**src/trs_pkg.sv**
```systemverilog
package trs_pkg;

  // Selection codes, 7 bits wide
  localparam int sel_w = 7;
  localparam logic [6:0] select_nothing = 7'h00;
  localparam logic [6:0] select_front_connector = 7'h02;
  localparam logic [6:0] select_software_level = 7'h03;
  localparam logic [6:0] select_bus_line_zero = 7'h6f;
  localparam logic [6:0] select_bus_line_seven = 7'h76;

  // Software level encodings
  localparam logic level_low = 1'b0;
  localparam logic level_high = 1'b1;

  // Synchroniser depth
  localparam int sync_stages = 2;

  typedef enum logic [1:0] {
    trs_ok = 2'h0,
    trs_not_opened = 2'h1,
    trs_bad_path = 2'h3
  } trs_status_t;

  // Command strobes from the control side
  typedef struct packed {
    logic open;
    logic shutdown;
    logic set_level;
    logic level;
    logic route;
    logic clear;
    logic [6:0] src;
    logic [6:0] dst;
    logic [6:0] via;
  } trs_cmd_t;

  // Answers and readback
  typedef struct packed {
    logic done;
    trs_status_t status;
    logic opened;
    logic level;
    logic [6:0] src;
    logic [6:0] dst;
    logic [6:0] via;
  } trs_resp_t;

endpackage

```
**src/trs_route_switch.sv**
```systemverilog
`timescale 1ns/1ps
module trs_route_switch #(
  parameter int NUM_BUS = 8
) (
  input wire logic mclk,
  input wire logic reset,
  input wire logic clk_en,
  input wire trs_pkg::trs_cmd_t cmd,
  output trs_pkg::trs_resp_t resp,
  input wire logic front_in,
  output logic front_out,
  output logic front_oe,
  input wire logic [NUM_BUS-1:0] bus_in,
  output logic [NUM_BUS-1:0] bus_out,
  output logic [NUM_BUS-1:0] bus_oe
);

  typedef struct packed {
    trs_pkg::trs_resp_t resp;
    logic front_out;
    logic front_oe;
    logic [NUM_BUS-1:0] bus_out;
    logic [NUM_BUS-1:0] bus_oe;
  } trs_state_t;

  trs_state_t state_reg;
  trs_state_t state_next;
  logic [NUM_BUS:0] pins_sync;
  logic front_s;
  logic [NUM_BUS-1:0] bus_s;

  // Refuse builds that the code space or the logic cannot serve
  initial begin
    if (NUM_BUS < 1 || NUM_BUS > 8) begin
      $error("NUM_BUS must be 1 to 8");
    end
    if ($bits(trs_pkg::select_nothing) != trs_pkg::sel_w) begin
      $error("selection codes must match the selection width");
    end
    if (int'(trs_pkg::select_bus_line_zero) + NUM_BUS > (1 << trs_pkg::sel_w)) begin
      $error("bus line codes overflow the selection width");
    end
    if (trs_pkg::sync_stages != 2) begin
      $error("pin synchroniser has exactly two stages");
    end
    if (trs_pkg::select_software_level == trs_pkg::select_front_connector) begin
      $error("source codes must differ");
    end
    if (trs_pkg::select_nothing == trs_pkg::select_front_connector) begin
      $error("none code must differ from the connector code");
    end
    if (trs_pkg::level_low == trs_pkg::level_high) begin
      $error("level encodings must differ");
    end
    if (trs_pkg::select_bus_line_seven < trs_pkg::select_bus_line_zero) begin
      $error("bus line codes must ascend");
    end
  end

  // Pins pass two flip-flops before use
  trs_sync #(
    .W(NUM_BUS + 1)
  ) u_sync (
    .mclk(mclk),
    .reset(reset),
    .clk_en(clk_en),
    .d({front_in, bus_in}),
    .q(pins_sync)
  );

  assign front_s = pins_sync[NUM_BUS];
  assign bus_s = pins_sync[NUM_BUS-1:0];

  // True for a bus line code within this build
  function automatic logic is_bus(input logic [6:0] code);
    logic [6:0] last;
    last = 7'(trs_pkg::select_bus_line_zero + 7'(NUM_BUS - 1));
    is_bus = (code >= trs_pkg::select_bus_line_zero) && (code <= last);
  endfunction

  // Bus line index of a bus line code
  function automatic logic [2:0] bus_idx(input logic [6:0] code);
    logic [6:0] diff;
    diff = code - trs_pkg::select_bus_line_zero;
    bus_idx = diff[2:0];
  endfunction

  // Level of the stored source, low when no source is selected
  function automatic logic level_of(input trs_pkg::trs_resp_t r, input logic fr,
                                    input logic [NUM_BUS-1:0] bl);
    logic [2:0] si;
    si = bus_idx(r.src);
    level_of = trs_pkg::level_low;
    if (r.src == trs_pkg::select_software_level) begin
      level_of = r.level;
    end else if (r.src == trs_pkg::select_front_connector) begin
      level_of = fr;
    end else if (is_bus(r.src)) begin
      level_of = bl[si];
    end
  endfunction

  // Valid source, destination and via combination
  function automatic logic path_ok(input logic [6:0] s, input logic [6:0] d,
                                   input logic [6:0] v);
    logic s_ok;
    logic d_ok;
    logic v_ok;
    s_ok = is_bus(s) || (s == trs_pkg::select_front_connector) ||
           (s == trs_pkg::select_software_level);
    d_ok = is_bus(d) || (d == trs_pkg::select_front_connector);
    if (s == trs_pkg::select_software_level && d == trs_pkg::select_front_connector) begin
      v_ok = is_bus(v);
    end else begin
      v_ok = (v == trs_pkg::select_nothing);
    end
    path_ok = s_ok && d_ok && v_ok && (s != d);
  endfunction

  always_comb begin
    logic src_level;
    logic [2:0] di;
    logic [2:0] vi;
    src_level = 1'b0;
    di = '0;
    vi = '0;
    state_next = state_reg;
    if (clk_en) begin
      state_next.resp.done = 1'b0;
      // Command decode, one command per cycle
      if (cmd.open) begin
        state_next.resp.opened = 1'b1;
        state_next.resp.done = 1'b1;
        state_next.resp.status = trs_pkg::trs_ok;
      end else if (cmd.shutdown || cmd.clear || cmd.route || cmd.set_level) begin
        state_next.resp.done = 1'b1;
        if (!state_reg.resp.opened) begin
          state_next.resp.status = trs_pkg::trs_not_opened;
        end else if (cmd.shutdown) begin
          state_next.resp.opened = 1'b0;
          state_next.resp.status = trs_pkg::trs_ok;
        end else if (cmd.clear) begin
          state_next.resp.src = trs_pkg::select_nothing;
          state_next.resp.dst = trs_pkg::select_nothing;
          state_next.resp.via = trs_pkg::select_nothing;
          state_next.resp.status = trs_pkg::trs_ok;
        end else if (cmd.route) begin
          if (path_ok(cmd.src, cmd.dst, cmd.via)) begin
            state_next.resp.src = cmd.src;
            state_next.resp.dst = cmd.dst;
            state_next.resp.via = cmd.via;
            state_next.resp.status = trs_pkg::trs_ok;
          end else begin
            state_next.resp.status = trs_pkg::trs_bad_path;
          end
        end else begin
          state_next.resp.level = cmd.level;
          state_next.resp.status = trs_pkg::trs_ok;
        end
      end

      // Pin drive from the stored route
      di = bus_idx(state_reg.resp.dst);
      vi = bus_idx(state_reg.resp.via);
      src_level = level_of(state_reg.resp, front_s, bus_s);
      state_next.front_oe = 1'b0;
      state_next.front_out = 1'b0;
      state_next.bus_oe = '0;
      state_next.bus_out = '0;
      if (state_reg.resp.dst == trs_pkg::select_front_connector) begin
        state_next.front_oe = 1'b1;
        state_next.front_out = src_level;
        if (is_bus(state_reg.resp.via)) begin
          state_next.bus_oe[vi] = 1'b1;
          state_next.bus_out[vi] = src_level;
        end
      end else if (is_bus(state_reg.resp.dst)) begin
        state_next.bus_oe[di] = 1'b1;
        state_next.bus_out[di] = src_level;
      end
    end
  end

  always_ff @(posedge mclk or posedge reset) begin
    if (reset) begin
      state_reg <= '0;
    end else begin
      state_reg <= state_next;
    end
  end

  assign resp = state_reg.resp;
  assign front_out = state_reg.front_out;
  assign front_oe = state_reg.front_oe;
  assign bus_out = state_reg.bus_out;
  assign bus_oe = state_reg.bus_oe;

endmodule

```
**src/trs_sync.sv**
```systemverilog
`timescale 1ns/1ps
module trs_sync #(
  parameter int W = 9
) (
  input wire logic mclk,
  input wire logic reset,
  input wire logic clk_en,
  input wire logic [W-1:0] d,
  output logic [W-1:0] q
);

  typedef struct packed {
    logic [W-1:0] s1;
    logic [W-1:0] s2;
  } trs_sync_state_t;

  trs_sync_state_t state_reg;
  trs_sync_state_t state_next;

  initial begin
    if (W < 1) $error("trs_sync width must be at least one");
  end

  always_comb begin
    state_next = state_reg;
    if (clk_en) begin
      state_next.s1 = d;
      state_next.s2 = state_reg.s1;
    end
  end

  always_ff @(posedge mclk or posedge reset) begin
    if (reset) begin
      state_reg <= '0;
    end else begin
      state_reg <= state_next;
    end
  end

  assign q = state_reg.s2;

endmodule
```
**config.mk**
```make
export PLATFORM = sky130hd
export DESIGN_NAME = trs_route_switch
export DESIGN_NICKNAME = d
export VERILOG_FILES = /design/src/trs_pkg.sv /design/src/trs_route_switch.sv /design/src/trs_sync.sv
export SDC_FILE = /design/constraint.sdc
export NUM_CORES = 1
export LEC_CHECK = 0
export BUFFER_PORTS_ARGS = -buffer_cell sky130_fd_sc_hd__buf_4
export CORE_MARGIN = 3
export CORE_UTILIZATION = 48
export DETAILED_ROUTE_END_ITERATION = 7
export GPL_TIMING_DRIVEN = 0
export PLACE_DENSITY = 0.73
export SETUP_SLACK_MARGIN = 0.02
export SLEW_MARGIN = 10
export SYNTH_ARGS = -nofsm -noshare
export SYNTH_HDL_FRONTEND = slang
export SYNTH_SLANG_ARGS = --single-unit
```
**constraint.sdc**
```tcl
create_clock -name mclk -period 2.3 [get_ports mclk]
set_input_delay 0 -clock mclk [delete_from_list [all_inputs] [get_ports mclk]]
set_output_delay 0 -clock mclk [all_outputs]
set_load 0.1 [all_outputs]
```
==> results of run 1 <==
cell type report:
class / instances / area share, %
inverter: 20 / 1.71
timing repair buffer: 116 / 20.9
multi-input combinational: 197 / 34.9
buffer: 11 / 1.11
clock buffer: 13 / 3.73
tap: 77 / 2.13
clock inverter: 3 / 0.940
sequential: 62 / 34.6
per-stage QoR:
| stage | setup TNS (ps) | power, mW | hold slack (ps) | worst slack, ps | instance area [µm²] |
|---|---|---|---|---|---|
| after floorplan | 0 | 1.52 | 132 | 20.5 | 3230 |
| after global placement | -5430 | 1.66 | 236 | -265 | 3930 |
| after detailed placement | -4110 | 1.67 | 198 | -294 | 3940 |
| after CTS | 0 | 2.70 | 32.3 | 32.1 | 4460 |
| after global routing | 0 | 2.78 | 55.0 | 20.6 | 4520 |
| final | 0 | 2.69 | 47.0 | 170 | 4520 |
synth_stat cells, types with 2 or more instances:
cell type / instances
nor3_1: 4
ha_1: 6
nand2b_1: 3
o21ai_0: 3
nand4b_1: 3
a31oi_1: 2
nand2_1: 12
or4b_4: 3
nor4_1: 3
nor2_1: 21
xnor2_1: 7
o32ai_1: 2
or2_2: 2
and2_1: 6
xor2_1: 5
inv_1: 20
a21oi_1: 18
nand3b_1: 2
nand3_1: 2
mux2i_1: 8
mux2_2: 21
mux4_2: 2
dfrtp_1: 62
o21ai_1: 4
clkbuf_1: 10
nor4_4: 2
o22ai_1: 11
and3_1: 4
a22oi_1: 3
nand4_1: 3
a22o_1: 17
path summary, 6_finish.rpt:
kind,endpoint,cells after the start,start,slack (ps)
max reg2reg,bus_oe[5],8,resp[7],170
max,bus_oe[5],8,resp[7],170
min,resp[21],3,cmd[24],50
max in group asynchronous,resp[10],3,reset,1390
min in group asynchronous,bus_out[2],3,reset,370
min reg2reg,resp[24],2,resp[24],490
routing by layer:
metal	wire length (µm)	vias to the layer above	share of wire [%]	global-route usage, %
met2	3860	63	48	33.8
li1	-	1320	-	-
met3	356	12	4.4	3.31
met4	138	0	1.7	9.34
met5	0	-	0	0
met1	3650	1337	46	28.7
timing repair:
| item | CTS | global route |
|---|---|---|
| pin swaps | 0 | 2 |
| gates resized for setup | 1 | 6 |
| setup buffers | 0 | 5 |
| endpoints found under the setup margin | 6 | 26 |
| hold buffers | 30 | 0 |
| hold endpoints to repair | 90 | 0 |
power breakdown:
group	total, mW	switching, mW	internal [mW]
registers	1.19	0.0417	1.15
logic	0.498	0.309	0.189
clock network	1.00	0.413	0.588
worst max-delay path, delay by kind of cell (launching register included):
| kind | cells | cell delay [ps] |
|---|---|---|
| fa+ha+maj | 1 | 140 |
| compound gates | 2 | 260 |
| simple gates | 4 | 1070 |
| flops | 1 | 470 |
| buf+inv | 1 | 110 |
kinds of logic after synthesis:
group,count (synthesis)
simple gates,82
mux,31
fa+ha+maj,6
compound gates,66
flops,62
xor+xnor,12
buf+inv,31
==> run_summary.xml, run 1 <==
<?xml version="1.0" encoding="UTF-8"?>
<metrics>
  <group name="logic_synthesis">
    <metric name="postSynthCellCount" unit="">290</metric>
    <metric name="synth.yosys.seq_area_share" unit="%">48.7</metric>
    <metric name="synth_top_area_cell" unit="">dfrtp_1</metric>
    <metric name="syn_nets" unit="">335</metric>
    <metric name="post_synth_mux_area_share" unit="%">11.3</metric>
    <metric name="mappedNetlistArea" unit="µm²">3190</metric>
    <metric name="synth_edf_count" unit="">0</metric>
    <metric name="syn-mean-instance-area" unit="µm²">11.0</metric>
    <metric name="fraction_of_the_mapped_netlist_area_in_adder_cells" unit="%">2.35</metric>
    <metric name="synth_xor_area_share" unit="%">3.30</metric>
    <metric name="synth_top_area_share" unit="%">48.7</metric>
    <metric name="largest_family_of_logic_cells_by_synthesized_area" unit="">simple AND/OR/NAND/NOR gates</metric>
    <metric name="ys_warns" unit="">0</metric>
    <metric name="synth_compound_area_share" unit="%">14.2</metric>
    <metric name="synth_simple_gate_area_share" unit="%">16.2</metric>
    <metric name="synth.area.top_cells" unit="">dfrtp_1, mux2_2, a22o_1</metric>
    <metric name="number_of_register_bits_inferred_by_synthesis" unit="">62</metric>
    <metric name="postSynth.asyncResetShare" unit="%">100</metric>
    <metric name="post_synth_num_cell_types" unit="">50</metric>
    <metric name="postSynth.topFlopCell" unit="">dfrtp_1</metric>
  </group>
  <group name="cells_and_area">
    <metric name="stdcell_count" unit="">499</metric>
    <metric name="layout.cells.most_common" unit="">buf_4</metric>
    <metric name="multi_input_area" unit="µm²">1580</metric>
    <metric name="fin_nets" unit="">462</metric>
    <metric name="register_area" unit="µm²">1570</metric>
    <metric name="max_reg_flops" unit="">26</metric>
    <metric name="layout_common_cells" unit="">buf_4, dfrtp_1, dlygate4sd3_1</metric>
    <metric name="insertedDiodeCount" unit="">0</metric>
    <metric name="syn2layout_area_growth" unit="%">41.9</metric>
    <metric name="fillers" unit="">491</metric>
    <metric name="share_of_layout_cells_above_drive_strength_1" unit="%">37.7</metric>
    <metric name="final_util" unit="%">70.8</metric>
  </group>
  <group name="setup_path">
    <metric name="critical_path_required" unit="ps">2560</metric>
    <metric name="critPathKind" unit="">reg2reg</metric>
    <metric name="crit_path_top_delay_cell" unit="">dfrtp_2</metric>
    <metric name="end_kind" unit="">register</metric>
    <metric name="cp_cell_sequence" unit="">inv_2 -&gt; ha_4 -&gt; or4b_4 -&gt; nor3_4 -&gt; and4_2 -&gt; and2_4 -&gt; a22oi_1 -&gt; a21oi_1</metric>
    <metric name="cp_max_fo" unit="">7</metric>
    <metric name="cp_slowest_stage_delay" unit="ps">470</metric>
    <metric name="critical_path_arrival" unit="ps">2390</metric>
    <metric name="worstSetupStartpointType" unit="">register</metric>
  </group>
  <group name="floorplan">
    <metric name="design.die.area" unit="µm²">7660</metric>
    <metric name="fp.dieH" unit="µm">87.5</metric>
    <metric name="die-width" unit="µm">87.5</metric>
    <metric name="io_pins" unit="">83</metric>
    <metric name="row_count" unit="">29</metric>
    <metric name="initial_utilization" unit="%">49.9</metric>
    <metric name="placeableCoreArea" unit="µm²">6390</metric>
  </group>
  <group name="place">
    <metric name="hpwl" unit="mm">5.62</metric>
    <metric name="placed_cells" unit="">448</metric>
    <metric name="replace_congestion" unit="">0.832</metric>
    <metric name="port-buffer-count" unit="">81</metric>
  </group>
  <group name="clocking">
    <metric name="cts_buffers" unit="">9</metric>
    <metric name="cts-htree-levels" unit="">3</metric>
    <metric name="cts.root.buffer_cell" unit="">clkbuf_8</metric>
    <metric name="clkLatencyLatePin" unit="ps">340</metric>
    <metric name="clock_path_buffers" unit="">2</metric>
    <metric name="cts.sink_count" unit="">62</metric>
    <metric name="clk_transition_reported_paths" unit="ps">70</metric>
    <metric name="clock_tree_from_tritoncts" unit="">done</metric>
  </group>
  <group name="global_routing">
    <metric name="globalRoute.totalOverflow" unit="">0</metric>
    <metric name="track_usage" unit="%">21.3</metric>
    <metric name="grt_max_degree" unit="">63</metric>
    <metric name="first_global_vias" unit="">2589</metric>
    <metric name="first_pass_grt_wire_length" unit="mm">12.7</metric>
    <metric name="number_of_antenna_violations_at_the_first_check_in_global_routing" unit="">0</metric>
  </group>
  <group name="timing">
    <metric name="slew_violations" unit="">0</metric>
    <metric name="fin_worst_skew" unit="ps">9.48</metric>
    <metric name="post-route-period-util" unit="%">92.6</metric>
    <metric name="timing.fmax" unit="GHz">0.470</metric>
    <metric name="finalSetupViolations" unit="">0</metric>
    <metric name="final_period_minus_worst_setup_slack" unit="ps">2130</metric>
    <metric name="final-hold-violation-count" unit="">0</metric>
    <metric name="slew_worst_pin" unit="ps">749</metric>
    <metric name="grt_setup_unrepaired" unit="">no</metric>
    <metric name="slew_headroom" unit="%">50.1</metric>
  </group>
  <group name="detailed_routing">
    <metric name="wire_per_inst" unit="µm">16.0</metric>
    <metric name="drtIter0Drc" unit="">88</metric>
    <metric name="drt.antenna.violating_nets" unit="">0</metric>
    <metric name="dr.pass1.iters" unit="">4</metric>
    <metric name="wirelength" unit="mm">8.00</metric>
    <metric name="route.detailed.vias_per_inst" unit="">5.47</metric>
    <metric name="vias" unit="">2732</metric>
    <metric name="drc_errors" unit="">0</metric>
  </group>
  <group name="status">
    <metric name="status" unit="">finished clean</metric>
  </group>
  <group name="pwr">
    <metric name="power.leakage" unit="nW">2.01</metric>
    <metric name="worst_ir_drop_vdd" unit="mV">0.454</metric>
    <metric name="cellPowerDensity" unit="nW/µm²">595</metric>
  </group>
  <group name="min_path">
    <metric name="class_of_the_tightest_hold_or_removal_check" unit="">in2reg</metric>
  </group>
  <group name="job">
    <metric name="max_cap_viol_count" unit="">0</metric>
  </group>
</metrics>
(Power assumes the default switching activity.)
==> run 2, diff against run 1 <==
--- a/config.mk
+++ b/config.mk
@@ -11,8 +11,9 @@
 export DETAILED_ROUTE_END_ITERATION = 7
 export GPL_TIMING_DRIVEN = 0
 export PLACE_DENSITY = 0.73
-export SETUP_SLACK_MARGIN = 0.02
+export SETUP_SLACK_MARGIN = 0.5
 export SLEW_MARGIN = 10
 export SYNTH_ARGS = -nofsm -noshare
 export SYNTH_HDL_FRONTEND = slang
 export SYNTH_SLANG_ARGS = --single-unit
+export TNS_END_PERCENT = 10
==> run_summary.xml, run 2 (synthesized netlist as in run 1, its figures left out) <==
<?xml version="1.0" encoding="UTF-8"?>
<metrics>
  <group name="status">
    <metric name="status" unit="">finished clean</metric>
  </group>
  <group name="floorplan">
    <metric name="initial_utilization" unit="%">49.9</metric>
    <metric name="fp.dieH" unit="µm">87.5</metric>
    <metric name="placeableCoreArea" unit="µm²">6390</metric>
    <metric name="die-width" unit="µm">87.5</metric>
    <metric name="design.die.area" unit="µm²">7660</metric>
    <metric name="row_count" unit="">29</metric>
    <metric name="io_pins" unit="">83</metric>
  </group>
  <group name="timing">
    <metric name="slew_worst_pin" unit="ps">704</metric>
    <metric name="slew_headroom" unit="%">53.1</metric>
    <metric name="fin_worst_skew" unit="ps">11.1</metric>
    <metric name="postLayoutSetupSlackWorst" unit="ps">301</metric>
    <metric name="final-hold-violation-count" unit="">0</metric>
    <metric name="slew_violations" unit="">0</metric>
    <metric name="finalSetupViolations" unit="">0</metric>
    <metric name="timing.fmax" unit="GHz">0.500</metric>
    <metric name="final_period_minus_worst_setup_slack" unit="ps">2000</metric>
    <metric name="post-route-period-util" unit="%">86.9</metric>
    <metric name="grt_setup_unrepaired" unit="">yes</metric>
  </group>
  <group name="cells_and_area">
    <metric name="syn2layout_area_growth" unit="%">48.1</metric>
    <metric name="insertedDiodeCount" unit="">0</metric>
    <metric name="max_reg_flops" unit="">26</metric>
    <metric name="layout.cells.most_common" unit="">buf_4</metric>
    <metric name="share_of_layout_cells_above_drive_strength_1" unit="%">42.1</metric>
    <metric name="post-route-cell-area" unit="µm²">4720</metric>
    <metric name="layout_common_cells" unit="">buf_4, dfrtp_1, dlygate4sd3_1</metric>
    <metric name="fin_nets" unit="">477</metric>
  </group>
  <group name="pwr">
    <metric name="power.leakage" unit="nW">2.09</metric>
    <metric name="worst_ir_drop_vdd" unit="mV">0.436</metric>
    <metric name="post_layout_power" unit="mW">2.70</metric>
    <metric name="cellPowerDensity" unit="nW/µm²">573</metric>
  </group>
  <group name="clocking">
    <metric name="cts_buffers" unit="">9</metric>
    <metric name="clk_transition_reported_paths" unit="ps">70</metric>
    <metric name="clkLatencyLatePin" unit="ps">330</metric>
    <metric name="clock_tree_from_tritoncts" unit="">done</metric>
    <metric name="cts.sink_count" unit="">62</metric>
    <metric name="cts.root.buffer_cell" unit="">clkbuf_8</metric>
    <metric name="cts-htree-levels" unit="">3</metric>
    <metric name="clock_path_buffers" unit="">2</metric>
  </group>
  <group name="global_routing">
    <metric name="first_pass_grt_wire_length" unit="mm">13.8</metric>
    <metric name="grt_max_degree" unit="">39</metric>
    <metric name="first_global_vias" unit="">2808</metric>
    <metric name="number_of_antenna_violations_at_the_first_check_in_global_routing" unit="">0</metric>
    <metric name="globalRoute.totalOverflow" unit="">0</metric>
    <metric name="track_usage" unit="%">23.2</metric>
  </group>
  <group name="setup_path">
    <metric name="critical_path_required" unit="ps">2540</metric>
    <metric name="worst_r2r_startpoint" unit="">resp[7]</metric>
    <metric name="timing.critical_path.from" unit="">resp[7]</metric>
    <metric name="cp_max_fo" unit="">5</metric>
    <metric name="critPathKind" unit="">reg2reg</metric>
    <metric name="critical_path_arrival" unit="ps">2240</metric>
    <metric name="end_kind" unit="">register</metric>
    <metric name="worstSetupStartpointType" unit="">register</metric>
  </group>
  <group name="place">
    <metric name="place_worst_setup_slack" unit="ps">-309</metric>
    <metric name="port-buffer-count" unit="">81</metric>
    <metric name="replace_congestion" unit="">0.853</metric>
    <metric name="hpwl" unit="mm">5.69</metric>
    <metric name="detailed_place.area" unit="µm²">3990</metric>
  </group>
  <group name="min_path">
    <metric name="min_from" unit="">cmd[24]</metric>
    <metric name="class_of_the_tightest_hold_or_removal_check" unit="">in2reg</metric>
  </group>
  <group name="detailed_routing">
    <metric name="drt.antenna.violating_nets" unit="">0</metric>
    <metric name="dr.pass1.iters" unit="">4</metric>
    <metric name="wire_per_inst" unit="µm">16.4</metric>
    <metric name="vias" unit="">2852</metric>
    <metric name="drtIter0Drc" unit="">118</metric>
    <metric name="route.detailed.vias_per_inst" unit="">5.55</metric>
    <metric name="drc_errors" unit="">0</metric>
    <metric name="wirelength" unit="mm">8.43</metric>
  </group>
  <group name="job">
    <metric name="max_cap_viol_count" unit="">0</metric>
  </group>
</metrics>
-- run 2: cell count changes in the layout (fill, tap and decap cells not counted), sizes merged --
cell,previous run,this run
buf,87,102
dlygate4sd3,30,29
o311ai,1,2
-- run 2: layout make-up --
class / count / area [µm²]
well taps: 77 / 96.3
clock inverters: 3 / 42.5
plain buffers: 11 / 50.0
inverters: 20 / 75.1
multi-input cells: 198 / 1660
flip-flops and latches: 62 / 1570
repair buffers: 130 / 1070
fillers: 447 / 1670
clock buffers: 13 / 169
-- run 2: final timing paths --
kind                                to  slack, ps  depth (start not counted)
setup / recovery            bus_out[6]        300                          8
hold / removal                resp[21]         40                          3
setup reg to reg            bus_out[6]        300                          8
hold reg to reg               resp[24]        490                          2
max in group asynchronous     resp[11]       1420                          4
min in group asynchronous  u_sync.q[1]        270                          3
-- run 2: through the flow --
step,cells,setup TNS (ps),hold WS (ps),utilization (%)
2_1_floorplan,290,0,132,-
3_3_place_gp,448,-5550,235,62.0
3_5_place_dp,449,-4510,88.1,62.4
4_1_cts,511,0,26.5,73.2
5_1_grt,514,0,41.4,73.9
6_report,514,0,39.6,73.9
-- run 2: metal layers --
| layer | up-vias | GRT usage (%) | wire (µm) | share of wire (%) |
|---|---|---|---|---|
| li1 | 1356 | - | - | - |
| met5 | - | 0 | 0 | 0 |
| met4 | 0 | 10.0 | 146 | 1.7 |
| met3 | 10 | 4.54 | 431 | 5.1 |
| met2 | 86 | 36.4 | 4080 | 48 |
| met1 | 1400 | 31.3 | 3780 | 45 |
-- run 2: critical path: stages, from the launching register on --
cell     delay (ps)
dfrtp_2         420
inv_2            70
ha_4            120
or4b_4          470
nor3_4          170
and4_4          260
and3_1          160
a21oi_1          70
o22ai_1         170
-- run 2: power by group --
part           leakage (nW)  switching (mW)  internal [mW]
clock                 0.106           0.412          0.588
sequential            0.767          0.0438           1.15
combinational          1.22           0.312          0.196
total                  2.09           0.768           1.94
-- run 2: timing repair --
action	in CTS	in global routing
gates resized for setup	10	3
hold buffers	29	0
endpoints found under the hold margin	52	0
buffers inserted	15	3
endpoints found under the setup margin	40	40
gates cloned	2	0
pin swaps	11	2
==> run 3, diff against run 2 <==
--- a/config.mk
+++ b/config.mk
@@ -7,10 +7,12 @@
 export LEC_CHECK = 0
 export BUFFER_PORTS_ARGS = -buffer_cell sky130_fd_sc_hd__buf_4
 export CORE_MARGIN = 3
-export CORE_UTILIZATION = 48
+export CORE_UTILIZATION = 49
+export CTS_BUF_LIST = sky130_fd_sc_hd__clkbuf_4
+export CTS_CLUSTER_SIZE = 25
 export DETAILED_ROUTE_END_ITERATION = 7
 export GPL_TIMING_DRIVEN = 0
-export PLACE_DENSITY = 0.73
+export PLACE_DENSITY = 0.75
 export SETUP_SLACK_MARGIN = 0.5
 export SLEW_MARGIN = 10
 export SYNTH_ARGS = -nofsm -noshare
==> run_summary.xml, run 3 (synthesized netlist as in run 1, its figures left out) <==
<?xml version="1.0" encoding="UTF-8"?>
<metrics>
  <group name="status">
    <metric name="status" unit="">finished clean</metric>
  </group>
  <group name="floorplan">
    <metric name="die-width" unit="µm">86.7</metric>
    <metric name="initial_utilization" unit="%">52.3</metric>
    <metric name="fp.dieH" unit="µm">86.7</metric>
    <metric name="design.die.area" unit="µm²">7510</metric>
    <metric name="placeableCoreArea" unit="µm²">6100</metric>
    <metric name="row_count" unit="">28</metric>
    <metric name="io_pins" unit="">83</metric>
  </group>
  <group name="pwr">
    <metric name="post_layout_power" unit="mW">2.44</metric>
    <metric name="power.leakage" unit="nW">2.06</metric>
    <metric name="cellPowerDensity" unit="nW/µm²">523</metric>
    <metric name="worst_ir_drop_vdd" unit="mV">0.322</metric>
  </group>
  <group name="global_routing">
    <metric name="number_of_antenna_violations_at_the_first_check_in_global_routing" unit="">0</metric>
    <metric name="first_pass_grt_wire_length" unit="mm">14.7</metric>
    <metric name="grt_max_degree" unit="">38</metric>
    <metric name="grt_use_met3" unit="%">4.28</metric>
    <metric name="first_global_vias" unit="">2990</metric>
    <metric name="grt.busiest_layer" unit="">met2</metric>
    <metric name="track_usage" unit="%">25.2</metric>
    <metric name="globalRoute.totalOverflow" unit="">0</metric>
    <metric name="grtUsageMet2" unit="%">43.0</metric>
    <metric name="grt_util_met1" unit="%">31.9</metric>
  </group>
  <group name="cells_and_area">
    <metric name="layout_common_cells" unit="">buf_4, dfrtp_1, dlygate4sd3_1</metric>
    <metric name="post-route-cell-area" unit="µm²">4670</metric>
    <metric name="max_reg_flops" unit="">26</metric>
    <metric name="share_of_layout_cells_above_drive_strength_1" unit="%">40.8</metric>
    <metric name="layout.cells.most_common" unit="">buf_4</metric>
    <metric name="fin_nets" unit="">477</metric>
    <metric name="syn2layout_area_growth" unit="%">46.4</metric>
    <metric name="fillers" unit="">434</metric>
    <metric name="insertedDiodeCount" unit="">0</metric>
  </group>
  <group name="clocking">
    <metric name="clock_tree_from_tritoncts" unit="">done</metric>
    <metric name="cts.sink_count" unit="">62</metric>
    <metric name="clk_transition_reported_paths" unit="ps">100</metric>
    <metric name="clock_path_buffers" unit="">2</metric>
    <metric name="cts.root.buffer_cell" unit="">clkbuf_4</metric>
    <metric name="cts_buffers" unit="">9</metric>
    <metric name="cts-htree-levels" unit="">3</metric>
    <metric name="clkLatencyLatePin" unit="ps">400</metric>
  </group>
  <group name="timing">
    <metric name="slew_worst_pin" unit="ps">761</metric>
    <metric name="slew_violations" unit="">0</metric>
    <metric name="post-route-period-util" unit="%">88.7</metric>
    <metric name="fin_hold_ws" unit="ps">34.2</metric>
    <metric name="final-hold-violation-count" unit="">0</metric>
    <metric name="grt_setup_unrepaired" unit="">yes</metric>
    <metric name="final_period_minus_worst_setup_slack" unit="ps">2040</metric>
    <metric name="timing.fmax" unit="GHz">0.490</metric>
    <metric name="fin_worst_skew" unit="ps">18.1</metric>
    <metric name="finalSetupViolations" unit="">0</metric>
    <metric name="slew_headroom" unit="%">49.3</metric>
  </group>
  <group name="detailed_routing">
    <metric name="drc_errors" unit="">0</metric>
    <metric name="drtIter0Drc" unit="">172</metric>
    <metric name="vias" unit="">2916</metric>
    <metric name="dr.pass1.iters" unit="">4</metric>
    <metric name="drt.antenna.violating_nets" unit="">0</metric>
    <metric name="wire_per_inst" unit="µm">18.1</metric>
    <metric name="route.detailed.vias_per_inst" unit="">5.71</metric>
    <metric name="wirelength" unit="mm">9.26</metric>
  </group>
  <group name="setup_path">
    <metric name="worstSetupStartpointType" unit="">register</metric>
    <metric name="critPathKind" unit="">reg2reg</metric>
    <metric name="ff2ff_setup_slack" unit="ps">260</metric>
    <metric name="cp_max_fo" unit="">5</metric>
    <metric name="end_kind" unit="">register</metric>
    <metric name="critical_path_arrival" unit="ps">2360</metric>
    <metric name="critical_path_required" unit="ps">2620</metric>
  </group>
  <group name="place">
    <metric name="replace_congestion" unit="">0.842</metric>
    <metric name="port-buffer-count" unit="">81</metric>
    <metric name="hpwl" unit="mm">5.81</metric>
    <metric name="detailed_place.area" unit="µm²">3980</metric>
  </group>
  <group name="job">
    <metric name="max_cap_viol_count" unit="">0</metric>
  </group>
  <group name="min_path">
    <metric name="class_of_the_tightest_hold_or_removal_check" unit="">in2reg</metric>
  </group>
</metrics>
==> run 3: critical path, stage by stage, from the launching register on <==
cell and delay [ps]:
dfrtp_2 460, ha_4 190, a21oi_1 70, nor4b_2 290, a31oi_1 120, o32ai_2 280
buf_4 190, o311ai_4 160, o22ai_1 210
==> run 3: path summary, 6_finish.rpt <==
path / to / start / depth (start not counted)
min: resp[18] / cmd[18] / 4
min in group asynchronous: u_sync.q[6] / reset / 3
max reg2reg: bus_out[7] / resp[15] / 8
min reg2reg: resp[24] / resp[24] / 2
max: bus_out[7] / resp[15] / 8
max in group asynchronous: resp[15] / reset / 4
==> run 3: layer usage <==
metal  part of all wire [%]  vias to the layer above
met1                     43                     1441
met3                    4.4                       14
met2                     51                       97
met5                      0                        -
li1                       -                     1364
met4                    1.8                        0
==> run 3: report_power, final <==
group / leakage [nW] / total (mW) / internal, mW / switching [mW]
Combinational: 1.22 / 0.533 / 0.207 / 0.325
Sequential: 0.767 / 1.20 / 1.15 / 0.0501
Clock: 0.0643 / 0.705 / 0.313 / 0.392
Total: 2.06 / 2.44 / 1.67 / 0.768
==> run 3: stage by stage <==
step                setup WS, ps  instances  utilization, %  TNS [ps]
floorplan                   51.5        290               -         0
global placement            -283        446            64.9     -5090
detailed placement          -295        447            65.3     -4240
CTS                          321        510            75.5         0
global route                86.1        511            76.6         0
finish                       260        511            76.6         0
==> run 3: cell type report <==
class | instances | area, µm² | share of cell area, %
clock buffers | 9 | 67.6 | 1.45
well taps | 75 | 93.8 | 2.01
plain buffers | 11 | 50.0 | 1.07
repair buffers | 130 | 1080 | 23.1
inverters | 20 | 75.1 | 1.61
clock inverters | 6 | 53.8 | 1.15
flip-flops and latches | 62 | 1570 | 33.5
multi-input cells | 198 | 1690 | 36.1
==> run 3: timing repair <==
action | CTS | global route
pin swaps | 9 | 7
resized for setup | 8 | 9
hold buffers | 35 | 0
gates cloned | 1 | 0
endpoints found under the hold margin | 55 | 0
setup buffers | 12 | 1
endpoints found under the setup margin | 39 | 40
